`src/rtl/afmc_consts.vh`:
```
// Constants of the filter and input multiplexer configuration block.
`ifndef AFMC_CONSTS_VH
`define AFMC_CONSTS_VH

// ****************************************************************
// Register indices; the byte address is four times the index.
// ****************************************************************
`define AFMC_IDX_ECG 6'h15
`define AFMC_IDX_BMUX 6'h17
`define AFMC_IDX_AUX 6'h1f

// ****************************************************************
// Writable masks and reset values.
// ****************************************************************
`define AFMC_ECG_MASK 24'hc03000
`define AFMC_ECG_RESET 24'h801000
`define AFMC_BMUX_MASK 24'h3f3f73
`define AFMC_BMUX_RESET 24'h300040
`define AFMC_AUX_MASK 24'h00001f
`define AFMC_AUX_RESET 24'h000000

// ****************************************************************
// Field positions.
// ****************************************************************
`define AFMC_ECG_SAMPLE_RATE_SELECT_LSB 22
`define AFMC_ECG_LPF_LSB 12
`define AFMC_POS_ISO_BIT 21
`define AFMC_NEG_ISO_BIT 20
`define AFMC_POS_CAL_LSB 18
`define AFMC_NEG_CAL_LSB 16
`define AFMC_CG_MODE_LSB 12
`define AFMC_BIST_EN_BIT 11
`define AFMC_RNOM_LSB 8
`define AFMC_RMOD_LSB 4
`define AFMC_FBIST_LSB 0
`define AFMC_AUX_MCLK_LSB 0
`define AFMC_AUX_VCAL_BIT 2
`define AFMC_AUX_HIRANGE_BIT 3
`define AFMC_AUX_HIRES_BIT 4

// ****************************************************************
// Cutoff classes of the low-pass filter.
// ****************************************************************
`define AFMC_CUT_BYPASS 3'h0
`define AFMC_CUT_40 3'h1
`define AFMC_CUT_100 3'h2
`define AFMC_CUT_150 3'h3
`define AFMC_CUT_LOW 3'h4

// ****************************************************************
// Self-test divider width, for the largest division 2^19.
// ****************************************************************
`define AFMC_DIV_BITS 19

`endif

```
`src/rtl/afmc_lpf_map.v`:
```
// Mapping of the written low-pass code to the applied code and cutoff.
`include "afmc_consts.vh"

module afmc_lpf_map (
  // Settings
  input wire [1:0] master_clock_select,
  input wire [1:0] ecg_sample_rate_select,
  input wire [1:0] ecg_lowpass_select,
  // Applied settings
  output reg [1:0] lpf_eff,
  output reg [2:0] lpf_cut
);

  always @* begin
    lpf_eff = 2'h1;
    lpf_cut = `AFMC_CUT_40;
    if (ecg_lowpass_select == 2'h0) begin
      lpf_eff = 2'h0;
      lpf_cut = `AFMC_CUT_BYPASS;
    end else if (master_clock_select[1]) begin
      lpf_eff = 2'h1;
      lpf_cut = `AFMC_CUT_40;
    end else if (ecg_sample_rate_select == 2'h2) begin
      lpf_eff = 2'h1;
      lpf_cut = `AFMC_CUT_LOW;
    end else if (ecg_sample_rate_select == 2'h3) begin
      lpf_eff = 2'h1;
      lpf_cut = `AFMC_CUT_40;
    end else if (ecg_lowpass_select == 2'h2) begin
      lpf_eff = 2'h2;
      lpf_cut = `AFMC_CUT_100;
    end else if (ecg_lowpass_select == 2'h3 &&
                 ecg_sample_rate_select == 2'h0) begin
      lpf_eff = 2'h3;
      lpf_cut = `AFMC_CUT_150;
    end else begin
      lpf_eff = 2'h1;
      lpf_cut = `AFMC_CUT_40;
    end
  end

endmodule

```
`src/rtl/afmc_bist_div.v`:
```
// Self-test modulation square wave divided from master clock ticks.
`include "afmc_consts.vh"

module afmc_bist_div (
  // Clock and reset
  input wire clk,
  input wire resetn,
  // Control
  input wire run,
  input wire mclk_tick,
  input wire [1:0] freq_sel,
  // Square wave
  output reg square_ff
);

  reg [`AFMC_DIV_BITS-1:0] cnt_ff;
  reg [`AFMC_DIV_BITS-1:0] nxt_cnt;
  reg nxt_square;

  always @* begin
    nxt_cnt = cnt_ff;
    if (!run) begin
      nxt_cnt = {`AFMC_DIV_BITS{1'b0}};
    end else if (mclk_tick) begin
      nxt_cnt = cnt_ff + {{(`AFMC_DIV_BITS-1){1'b0}}, 1'b1};
    end
    case (freq_sel)
      2'h0: nxt_square = nxt_cnt[12];
      2'h1: nxt_square = nxt_cnt[14];
      2'h2: nxt_square = nxt_cnt[16];
      default: nxt_square = nxt_cnt[18];
    endcase
  end

  always @(posedge clk or negedge resetn) begin
    if (!resetn) begin
      cnt_ff <= {`AFMC_DIV_BITS{1'b0}};
      square_ff <= 1'b0;
    end else begin
      cnt_ff <= nxt_cnt;
      square_ff <= nxt_square;
    end
  end

endmodule

```
`src/rtl/afmc_top.v`:
```
// Register bank for the ECG low-pass select and the bioimpedance input mux.
`include "afmc_consts.vh"

module afmc_top (
  // Clock and reset
  input wire clk,
  input wire resetn,
  // Avalon-MM slave
  input wire [7:0] avs_address,
  input wire avs_read,
  input wire avs_write,
  input wire [31:0] avs_writedata,
  input wire [3:0] avs_byteenable,
  output reg [31:0] avs_readdata_ff,
  output reg avs_waitrequest_ff,
  // Master clock tick, one cycle per master clock period
  input wire mclk_tick,
  // ECG filter settings as applied
  output reg [1:0] ecg_lowpass_eff_ff,
  output reg [2:0] ecg_lowpass_cutoff_ff,
  // Bioimpedance input switches
  output reg bioz_pos_input_connect_ff,
  output reg bioz_neg_input_connect_ff,
  // Calibration routing, one-hot or all zero: mid-supply, positive, negative source
  output reg [2:0] bioz_pos_route_ff,
  output reg [2:0] bioz_neg_route_ff,
  // Current generator controls
  output reg cg_chop_ff,
  output reg cg_lowpass_ff,
  output reg cg_resistive_cm_ff,
  // Self-test controls
  output reg drive_outputs_isolate_ff,
  output reg drive_to_input_close_ff,
  output reg lead_bias_200m_ff,
  output reg [2:0] selftest_nominal_res_ff,
  output reg [2:0] modulation_switches_ff
);

  // ****************************************************************
  // Byte-lane merge of a write into a 24-bit register.
  // ****************************************************************
  function [23:0] be_merge;
    input [23:0] old;
    input [31:0] wdata;
    input [3:0] be;
    input [23:0] mask;
    reg [23:0] lanes;
    begin
      lanes = {{8{be[2]}}, {8{be[1]}}, {8{be[0]}}};
      be_merge = ((old & ~lanes) | (wdata[23:0] & lanes)) & mask;
    end
  endfunction

  // ****************************************************************
  // Register state.
  // ****************************************************************
  reg [23:0] ecg_cfg_ff;
  reg [23:0] bmux_cfg_ff;
  reg [23:0] aux_cfg_ff;
  reg [23:0] nxt_ecg_cfg;
  reg [23:0] nxt_bmux_cfg;
  reg [23:0] nxt_aux_cfg;
  reg [31:0] nxt_readdata;
  reg nxt_waitrequest;

  wire [1:0] master_clock_select;
  wire [1:0] ecg_sample_rate_select;
  wire [1:0] ecg_lowpass_select;
  wire cal_voltage_enable;
  wire drive_range_select;
  wire high_res_selftest;
  wire bioz_pos_input_isolate;
  wire bioz_neg_input_isolate;
  wire [1:0] bioz_pos_cal_route;
  wire [1:0] bioz_neg_cal_route;
  wire [1:0] current_gen_mode;
  wire resistance_selftest_enable;
  wire [2:0] selftest_nominal_res;
  wire [2:0] selftest_modulation_sel;
  wire [1:0] selftest_freq_sel;

  assign master_clock_select =
    aux_cfg_ff[`AFMC_AUX_MCLK_LSB+1:`AFMC_AUX_MCLK_LSB];
  assign cal_voltage_enable = aux_cfg_ff[`AFMC_AUX_VCAL_BIT];
  assign drive_range_select = aux_cfg_ff[`AFMC_AUX_HIRANGE_BIT];
  assign high_res_selftest = aux_cfg_ff[`AFMC_AUX_HIRES_BIT];
  assign ecg_sample_rate_select =
    ecg_cfg_ff[`AFMC_ECG_SAMPLE_RATE_SELECT_LSB+1:`AFMC_ECG_SAMPLE_RATE_SELECT_LSB];
  assign ecg_lowpass_select =
    ecg_cfg_ff[`AFMC_ECG_LPF_LSB+1:`AFMC_ECG_LPF_LSB];
  assign bioz_pos_input_isolate = bmux_cfg_ff[`AFMC_POS_ISO_BIT];
  assign bioz_neg_input_isolate = bmux_cfg_ff[`AFMC_NEG_ISO_BIT];
  assign bioz_pos_cal_route =
    bmux_cfg_ff[`AFMC_POS_CAL_LSB+1:`AFMC_POS_CAL_LSB];
  assign bioz_neg_cal_route =
    bmux_cfg_ff[`AFMC_NEG_CAL_LSB+1:`AFMC_NEG_CAL_LSB];
  assign current_gen_mode =
    bmux_cfg_ff[`AFMC_CG_MODE_LSB+1:`AFMC_CG_MODE_LSB];
  assign resistance_selftest_enable = bmux_cfg_ff[`AFMC_BIST_EN_BIT];
  assign selftest_nominal_res =
    bmux_cfg_ff[`AFMC_RNOM_LSB+2:`AFMC_RNOM_LSB];
  assign selftest_modulation_sel =
    bmux_cfg_ff[`AFMC_RMOD_LSB+2:`AFMC_RMOD_LSB];
  assign selftest_freq_sel =
    bmux_cfg_ff[`AFMC_FBIST_LSB+1:`AFMC_FBIST_LSB];

  // ****************************************************************
  // Applied low-pass setting.
  // ****************************************************************
  wire [1:0] lpf_eff;
  wire [2:0] lpf_cut;

  afmc_lpf_map u_lpf_map (
    .master_clock_select(master_clock_select),
    .ecg_sample_rate_select(ecg_sample_rate_select),
    .ecg_lowpass_select(ecg_lowpass_select),
    .lpf_eff(lpf_eff),
    .lpf_cut(lpf_cut)
  );

  // ****************************************************************
  // Self-test modulation.
  // ****************************************************************
  wire bist_active;
  wire mod_run;
  wire square;

  assign bist_active = resistance_selftest_enable &
                       ~cal_voltage_enable;
  assign mod_run = bist_active & ~high_res_selftest;

  afmc_bist_div u_bist_div (
    .clk(clk),
    .resetn(resetn),
    .run(mod_run),
    .mclk_tick(mclk_tick),
    .freq_sel(selftest_freq_sel),
    .square_ff(square)
  );

  // ****************************************************************
  // Modulation switch decode.
  // ****************************************************************
  function [2:0] mod_dec;
    input [2:0] sel;
    begin
      case (sel)
        3'h0: mod_dec = 3'h1;
        3'h1: mod_dec = 3'h2;
        3'h2: mod_dec = 3'h4;
        default: mod_dec = 3'h0;
      endcase
    end
  endfunction

  reg [2:0] nxt_mod_sw;

  always @* begin
    nxt_mod_sw = 3'h0;
    if (mod_run && square) begin
      nxt_mod_sw = mod_dec(selftest_modulation_sel);
    end
  end

  // ****************************************************************
  // Calibration routing.
  // ****************************************************************
  function [2:0] route_dec;
    input [1:0] sel;
    input vcal;
    begin
      case (sel)
        2'h1: route_dec = 3'h1;
        2'h2: route_dec = vcal ? 3'h2 : 3'h0;
        2'h3: route_dec = vcal ? 3'h4 : 3'h0;
        default: route_dec = 3'h0;
      endcase
    end
  endfunction

  // ****************************************************************
  // Address decode of one aligned register word.
  // ****************************************************************
  function reg_hit;
    input [7:0] addr;
    input [5:0] idx;
    begin
      reg_hit = (addr[7:2] == idx) && (addr[1:0] == 2'h0);
    end
  endfunction

  // ****************************************************************
  // Avalon-MM slave: waitrequest drops one cycle after the request.
  // ****************************************************************
  wire req;
  wire hit_ecg;
  wire hit_bmux;
  wire hit_aux;
  wire commit;
  wire [23:0] ecg_read;

  assign req = avs_read | avs_write;
  assign hit_ecg = reg_hit(avs_address, `AFMC_IDX_ECG);
  assign hit_bmux = reg_hit(avs_address, `AFMC_IDX_BMUX);
  assign hit_aux = reg_hit(avs_address, `AFMC_IDX_AUX);
  assign commit = avs_write & ~avs_waitrequest_ff;
  assign ecg_read = (ecg_cfg_ff & ~(24'h3 << `AFMC_ECG_LPF_LSB)) |
                    ({22'h0, lpf_eff} << `AFMC_ECG_LPF_LSB);

  always @* begin
    nxt_waitrequest = 1'b1;
    if (req && avs_waitrequest_ff) begin
      nxt_waitrequest = 1'b0;
    end
    nxt_readdata = avs_readdata_ff;
    if (avs_read && avs_waitrequest_ff) begin
      if (hit_ecg) begin
        nxt_readdata = {8'h0, ecg_read};
      end else if (hit_bmux) begin
        nxt_readdata = {8'h0, bmux_cfg_ff};
      end else if (hit_aux) begin
        nxt_readdata = {8'h0, aux_cfg_ff};
      end else begin
        nxt_readdata = 32'h0;
      end
    end
    nxt_ecg_cfg = ecg_cfg_ff;
    nxt_bmux_cfg = bmux_cfg_ff;
    nxt_aux_cfg = aux_cfg_ff;
    if (commit) begin
      if (hit_ecg) begin
        nxt_ecg_cfg = be_merge(ecg_cfg_ff, avs_writedata,
                               avs_byteenable, `AFMC_ECG_MASK);
      end else if (hit_bmux) begin
        nxt_bmux_cfg = be_merge(bmux_cfg_ff, avs_writedata,
                                avs_byteenable, `AFMC_BMUX_MASK);
      end else if (hit_aux) begin
        nxt_aux_cfg = be_merge(aux_cfg_ff, avs_writedata,
                               avs_byteenable, `AFMC_AUX_MASK);
      end
    end
  end

  always @(posedge clk or negedge resetn) begin
    if (!resetn) begin
      avs_waitrequest_ff <= 1'b1;
      avs_readdata_ff <= 32'h0;
      ecg_cfg_ff <= `AFMC_ECG_RESET;
      bmux_cfg_ff <= `AFMC_BMUX_RESET;
      aux_cfg_ff <= `AFMC_AUX_RESET;
    end else begin
      avs_waitrequest_ff <= nxt_waitrequest;
      avs_readdata_ff <= nxt_readdata;
      ecg_cfg_ff <= nxt_ecg_cfg;
      bmux_cfg_ff <= nxt_bmux_cfg;
      aux_cfg_ff <= nxt_aux_cfg;
    end
  end

  // ****************************************************************
  // Next values of the control outputs.
  // ****************************************************************
  reg [1:0] nxt_ecg_lowpass_eff;
  reg [2:0] nxt_ecg_lowpass_cutoff;
  reg nxt_bioz_pos_input_connect;
  reg nxt_bioz_neg_input_connect;
  reg [2:0] nxt_bioz_pos_route;
  reg [2:0] nxt_bioz_neg_route;
  reg nxt_cg_chop;
  reg nxt_cg_lowpass;
  reg nxt_cg_resistive_cm;
  reg nxt_selftest_switch;
  reg [2:0] nxt_selftest_nominal_res;

  always @* begin
    nxt_ecg_lowpass_eff = lpf_eff;
    nxt_ecg_lowpass_cutoff = lpf_cut;
    nxt_bioz_pos_input_connect = ~bioz_pos_input_isolate;
    nxt_bioz_neg_input_connect = ~bioz_neg_input_isolate;
    nxt_bioz_pos_route = route_dec(bioz_pos_cal_route,
                                   cal_voltage_enable);
    nxt_bioz_neg_route = route_dec(bioz_neg_cal_route,
                                   cal_voltage_enable);
    nxt_cg_chop = 1'b0;
    nxt_cg_lowpass = 1'b0;
    nxt_cg_resistive_cm = 1'b0;
    case (current_gen_mode)
      2'h0: begin
        nxt_cg_lowpass = 1'b1;
      end
      2'h1: begin
        nxt_cg_chop = 1'b1;
      end
      2'h2: begin
        nxt_cg_chop = 1'b1;
        nxt_cg_lowpass = 1'b1;
      end
      default: begin
        nxt_cg_chop = 1'b1;
        nxt_cg_resistive_cm = 1'b1;
      end
    endcase
    nxt_selftest_switch = bist_active;
    nxt_selftest_nominal_res = selftest_nominal_res;
  end

  // ****************************************************************
  // Registered ECG filter outputs.
  // ****************************************************************
  always @(posedge clk or negedge resetn) begin
    if (!resetn) begin
      ecg_lowpass_eff_ff <= 2'h0;
      ecg_lowpass_cutoff_ff <= `AFMC_CUT_BYPASS;
    end else begin
      ecg_lowpass_eff_ff <= nxt_ecg_lowpass_eff;
      ecg_lowpass_cutoff_ff <= nxt_ecg_lowpass_cutoff;
    end
  end

  // ****************************************************************
  // Registered bioimpedance control outputs.
  // ****************************************************************
  always @(posedge clk or negedge resetn) begin
    if (!resetn) begin
      bioz_pos_input_connect_ff <= 1'b0;
      bioz_neg_input_connect_ff <= 1'b0;
      bioz_pos_route_ff <= 3'h0;
      bioz_neg_route_ff <= 3'h0;
      cg_chop_ff <= 1'b0;
      cg_lowpass_ff <= 1'b0;
      cg_resistive_cm_ff <= 1'b0;
      drive_outputs_isolate_ff <= 1'b0;
      drive_to_input_close_ff <= 1'b0;
      lead_bias_200m_ff <= 1'b0;
      selftest_nominal_res_ff <= 3'h0;
      modulation_switches_ff <= 3'h0;
    end else begin
      bioz_pos_input_connect_ff <= nxt_bioz_pos_input_connect;
      bioz_neg_input_connect_ff <= nxt_bioz_neg_input_connect;
      bioz_pos_route_ff <= nxt_bioz_pos_route;
      bioz_neg_route_ff <= nxt_bioz_neg_route;
      cg_chop_ff <= nxt_cg_chop;
      cg_lowpass_ff <= nxt_cg_lowpass;
      cg_resistive_cm_ff <= nxt_cg_resistive_cm;
      drive_outputs_isolate_ff <= nxt_selftest_switch;
      drive_to_input_close_ff <= nxt_selftest_switch;
      lead_bias_200m_ff <= nxt_selftest_switch;
      selftest_nominal_res_ff <= nxt_selftest_nominal_res;
      modulation_switches_ff <= nxt_mod_sw;
    end
  end

endmodule

```
`config.mk`:
```
export PLATFORM = sky130hd
export DESIGN_NAME = afmc_top
export DESIGN_NICKNAME = d
export VERILOG_FILES = /design/src/rtl/afmc_lpf_map.v /design/src/rtl/afmc_bist_div.v /design/src/rtl/afmc_top.v
export VERILOG_INCLUDE_DIRS = /design/src /design/src/rtl
export SDC_FILE = /design/constraint.sdc
export NUM_CORES = 1
export LEC_CHECK = 0
export BUFFER_PORTS_ARGS = -buffer_cell sky130_fd_sc_hd__buf_2
export CAP_MARGIN = 20
export CORE_ASPECT_RATIO = 1.1
export CORE_UTILIZATION = 36
export CTS_CLUSTER_SIZE = 25
export DETAILED_ROUTE_END_ITERATION = 16
export PLACE_DENSITY = 0.66
export SLEW_MARGIN = 10
export SYNTH_ARGS = -nofsm -noshare
export SYNTH_HDL_FRONTEND = slang
export SYNTH_SLANG_ARGS = --single-unit
```
`constraint.sdc`:
```
create_clock -name clk -period 1.9 [get_ports clk]
set_input_delay 0.285 -clock clk [delete_from_list [all_inputs] [get_ports clk]]
set_output_delay 0.285 -clock clk [all_outputs]
set_load 0.05 [all_outputs]
```
==> run_results.csv <==
group,metric,value,unit
run_status,status,"complete, no violations",
grt,grt_first_pass_wirelength,12.7,mm
sta,fin_crit_sh,0.936,
synth,synthFlopType,"sky130_fd_sc_hd__dfrtp_1",
clock_tree,clock_tree.root_cell,"sky130_fd_sc_hd__clkbuf_8",
routing,detailed_route_via_count,2612,
sta,relative_max_transition_margin,0.616,
finish,num-nets-final,472,
finish,antenna_cells,0,
setup_path,critPathMaxFanout,5,
place,dp_worst_setup_slack,-0.123,ns
routing,wl,7.63,mm
clock_tree,clk_path_buf_depth,2,
clock_tree,setup_fix_bufs_post_cts,0,
sta,count_of_endpoints_failing_hold_in_the_final_timing_report,0,
floorplan,design.die.area,10800,sq um
clock_tree,clock_sink_count,90,
sta,report.final.setup_viol,0,
routing,routed_wire_length_per_instance,14.0,um
synth,avgSynthCellArea,11.5,sq um
power_and_ir_drop,p_total,3.41,mW
clock_tree,insertion_delay,0.36,ns
routing,met2_length,3.70,mm
grt,globalRouteOverflowTotal,0,
synth,synth-edff-count,0,
place,detailedPlacementHpwl,5.68,mm
floorplan,rows,38,
job,max-cap-violations,0,
routing,met3_length,279,um
clock_tree,clkSlewWorstSetupHoldPaths,0.09,ns
sta,worst_slew_pin_slew,0.576,ns
synth,yosysUniqueCellTypes,41,
floorplan,ioPinCount,107,
place,instance_count_after_placement_with_tap_cells_included,529,
routing,wirelength_met1,3.50,mm
synth,syn-cell-area,3730,sq um
routing,number_of_remaining_drc_errors,0,
floorplan,coreArea,9980,sq um
setup_path,cp-end-kind,"flop",
synth,synth_warnings,0,
sta,layout_min_cycle_time,1.78,ns
power_and_ir_drop,p_per_area,754,nW/um^2
synth,ys_ff_latch,90,
grt,grt_max_degree,44,
routing,detail-route-antenna-nets,0,
sta,slew_violations,0,
grt,grtUsageTotal,0.154,
clock_tree,tritoncts,"yes",
sta,tns,0,ns
place,io_buf_count,83,
sta,maxClockFrequency,0.562,GHz
setup_path,critical_path.cell_chain,"ha_1 > nand4_1 > nor4_2 > xnor2_1 > nand2b_1 > a31oi_1",
setup_path,reg2reg_slack,0.12,ns
setup_path,worstSetupStartpointType,"flop",
clock_tree,cts-buffers-inserted,9,
power_and_ir_drop,ir_worst_vdd,0.000266,V
routing,drt-initial-drc-count,80,
synth,synthCells,325,
finish,final_core_utilization,0.453,
place,gp_congestion,0.787,
sta,finClkSkew,0.00953,ns
synth,synthArstFlopShare,1.00,
clock_tree,htreeDepth,3,
grt,vias_in_the_first_global_route,2583,
routing,via_per_inst,4.78,
setup_path,endpoint_arrival_time_on_the_critical_path,2.05,ns
floorplan,starting_density,0.374,
worst_hold_path,min_path_type,"in -> reg",
floorplan,die_width,99.1,um
power_and_ir_drop,power.static_leakage,2.35,nW
synth,synth-seq-area-share,0.605,
finish,final_cells,546,
finish,syn_to_final_growth,21.1,%
finish,fill_cells,943,
sta,worst_slack,0.121,ns
routing,drt-pass1-iter-count,4,
setup_path,setup.worst_path.class,"reg -> reg",
sta,grt_setup_unrepaired,"no",
finish,final_layout_size_suffix_gt1_frac,0.364,
grt,antenna_found_initial,0,
setup_path,crit_path_max_incr_delay,0.44,ns
setup_path,critical_path.slowest_cell,"sky130_fd_sc_hd__dfrtp_1",
floorplan,die_height,109,um
routing,highest-signal-layer,"met4",
setup_path,worst-endpoint-required,2.17,ns
kinds of logic (layout without fill, tap and decap cells):
group           count (synthesis)  after routing  share of synthesized area
mux                            27             27                     0.0811
simple gates                  137            137                      0.183
xor+xnor                       15             15                     0.0352
compound gates                 21             21                     0.0389
flops                          90             90                      0.605
other cells                     1             11                    0.00100
buf+inv                        32            123                     0.0492
fa+ha+maj                       2              2                    0.00670
routing by layer:
layer	GRT usage	vias to the layer above
met4	0.0725	0
li1	-	1279
met3	0.0282	11
met2	0.249	56
met1	0.201	1266
met5	0	-
synth_stat cells, drive strengths merged (5+ instances only):
cell,n,area share
dfrtp,84,0.56
nand2,43,0.043
mux2,26,0.078
nor2,26,0.026
nand3,24,0.034
buf,20,0.037
xor2,11,0.026
nand4,9,0.015
inv,7,0.0070
dfstp,6,0.042
nor2b,6,0.010
and3,5,0.0084
clkbuf,5,0.0050
nor3,5,0.0080
o21ai,5,0.0067
repair_timing:
item	CTS	global route
hold endpoints to repair	38	0
gates resized for setup	0	1
setup endpoints to repair	0	1
hold buffers	1	0
layout make-up:
cell class	instances	area, sq um	share of cell area
Sequential cell	90	2260	0.500
Inverter	7	26.3	0.00581
Multi-Input combinational cell	213	1340	0.295
Clock buffer	10	128	0.0282
Timing Repair Buffer	100	573	0.127
Tap cell	120	150	0.0332
Clock inverter	6	51.3	0.0113
per-stage QoR:
stage	area (sq um)	hold WS (ns)
after detailed placement	4330	0.326
after global routing	4520	0.0929
after CTS	4520	0.0852
final	4520	0.112
after global placement	4330	0.322
after floorplan	3770	-0.0106
placed cells by master, fill, tap and decap left out, types with 3 or more instances in the layout:
master,synthesis,routed
sky130_fd_sc_hd__nor3_1,4,4
sky130_fd_sc_hd__mux2_2,26,26
sky130_fd_sc_hd__nand4_1,9,9
sky130_fd_sc_hd__a21oi_1,4,4
sky130_fd_sc_hd__xnor2_1,4,4
sky130_fd_sc_hd__nor2b_1,6,6
sky130_fd_sc_hd__and3_1,5,5
sky130_fd_sc_hd__clkinv_4,0,3
sky130_fd_sc_hd__nor3b_1,3,3
sky130_fd_sc_hd__inv_1,7,7
sky130_fd_sc_hd__buf_2,3,82
sky130_fd_sc_hd__dfstp_2,6,6
sky130_fd_sc_hd__a221oi_1,3,3
sky130_fd_sc_hd__clkbuf_8,0,9
sky130_fd_sc_hd__nand2_1,43,43
sky130_fd_sc_hd__xor2_1,11,11
sky130_fd_sc_hd__o21ai_0,5,5
sky130_fd_sc_hd__a32oi_1,3,3
sky130_fd_sc_hd__nor2_1,26,26
sky130_fd_sc_hd__buf_4,16,15
sky130_fd_sc_hd__dfrtp_1,84,84
sky130_fd_sc_hd__nand3_1,23,23
sky130_fd_sc_hd__conb_1,1,11
power by group:
group	internal, mW	total (mW)	switching (mW)
Sequential	1.94	1.96	0.0167
Clock	0.491	1.17	0.678
Combinational	0.0742	0.283	0.209
Total	2.51	3.41	0.903
worst max-delay path, delay by kind of cell, from the launching register on:
kind | cells | cell delay [ns]
DFF | 1 | 0.44
adders and majority gates | 1 | 0.23
AOI/OAI and AO/OA | 1 | 0.17
and+or+nand+nor | 3 | 0.73
xor gates and xnor gates | 1 | 0.14
path summary, 6_finish.rpt:
kind                                      startpoint  cells after the start                         end
worst max-delay path            u_bist_div.cnt_ff[0]                      6        u_bist_div.square_ff
worst min register to register                  flop                      0  selftest_nominal_res_ff[0]
max in group asynchronous                     resetn                      3                   async pin
min in group asynchronous                     resetn                      2        u_bist_div.cnt_ff[0]
worst min-delay path                       avs_write                      2          avs_waitrequest_ff
worst max register to register  u_bist_div.cnt_ff[0]                      6        u_bist_div.square_ff
(Power assumes the default switching activity.)
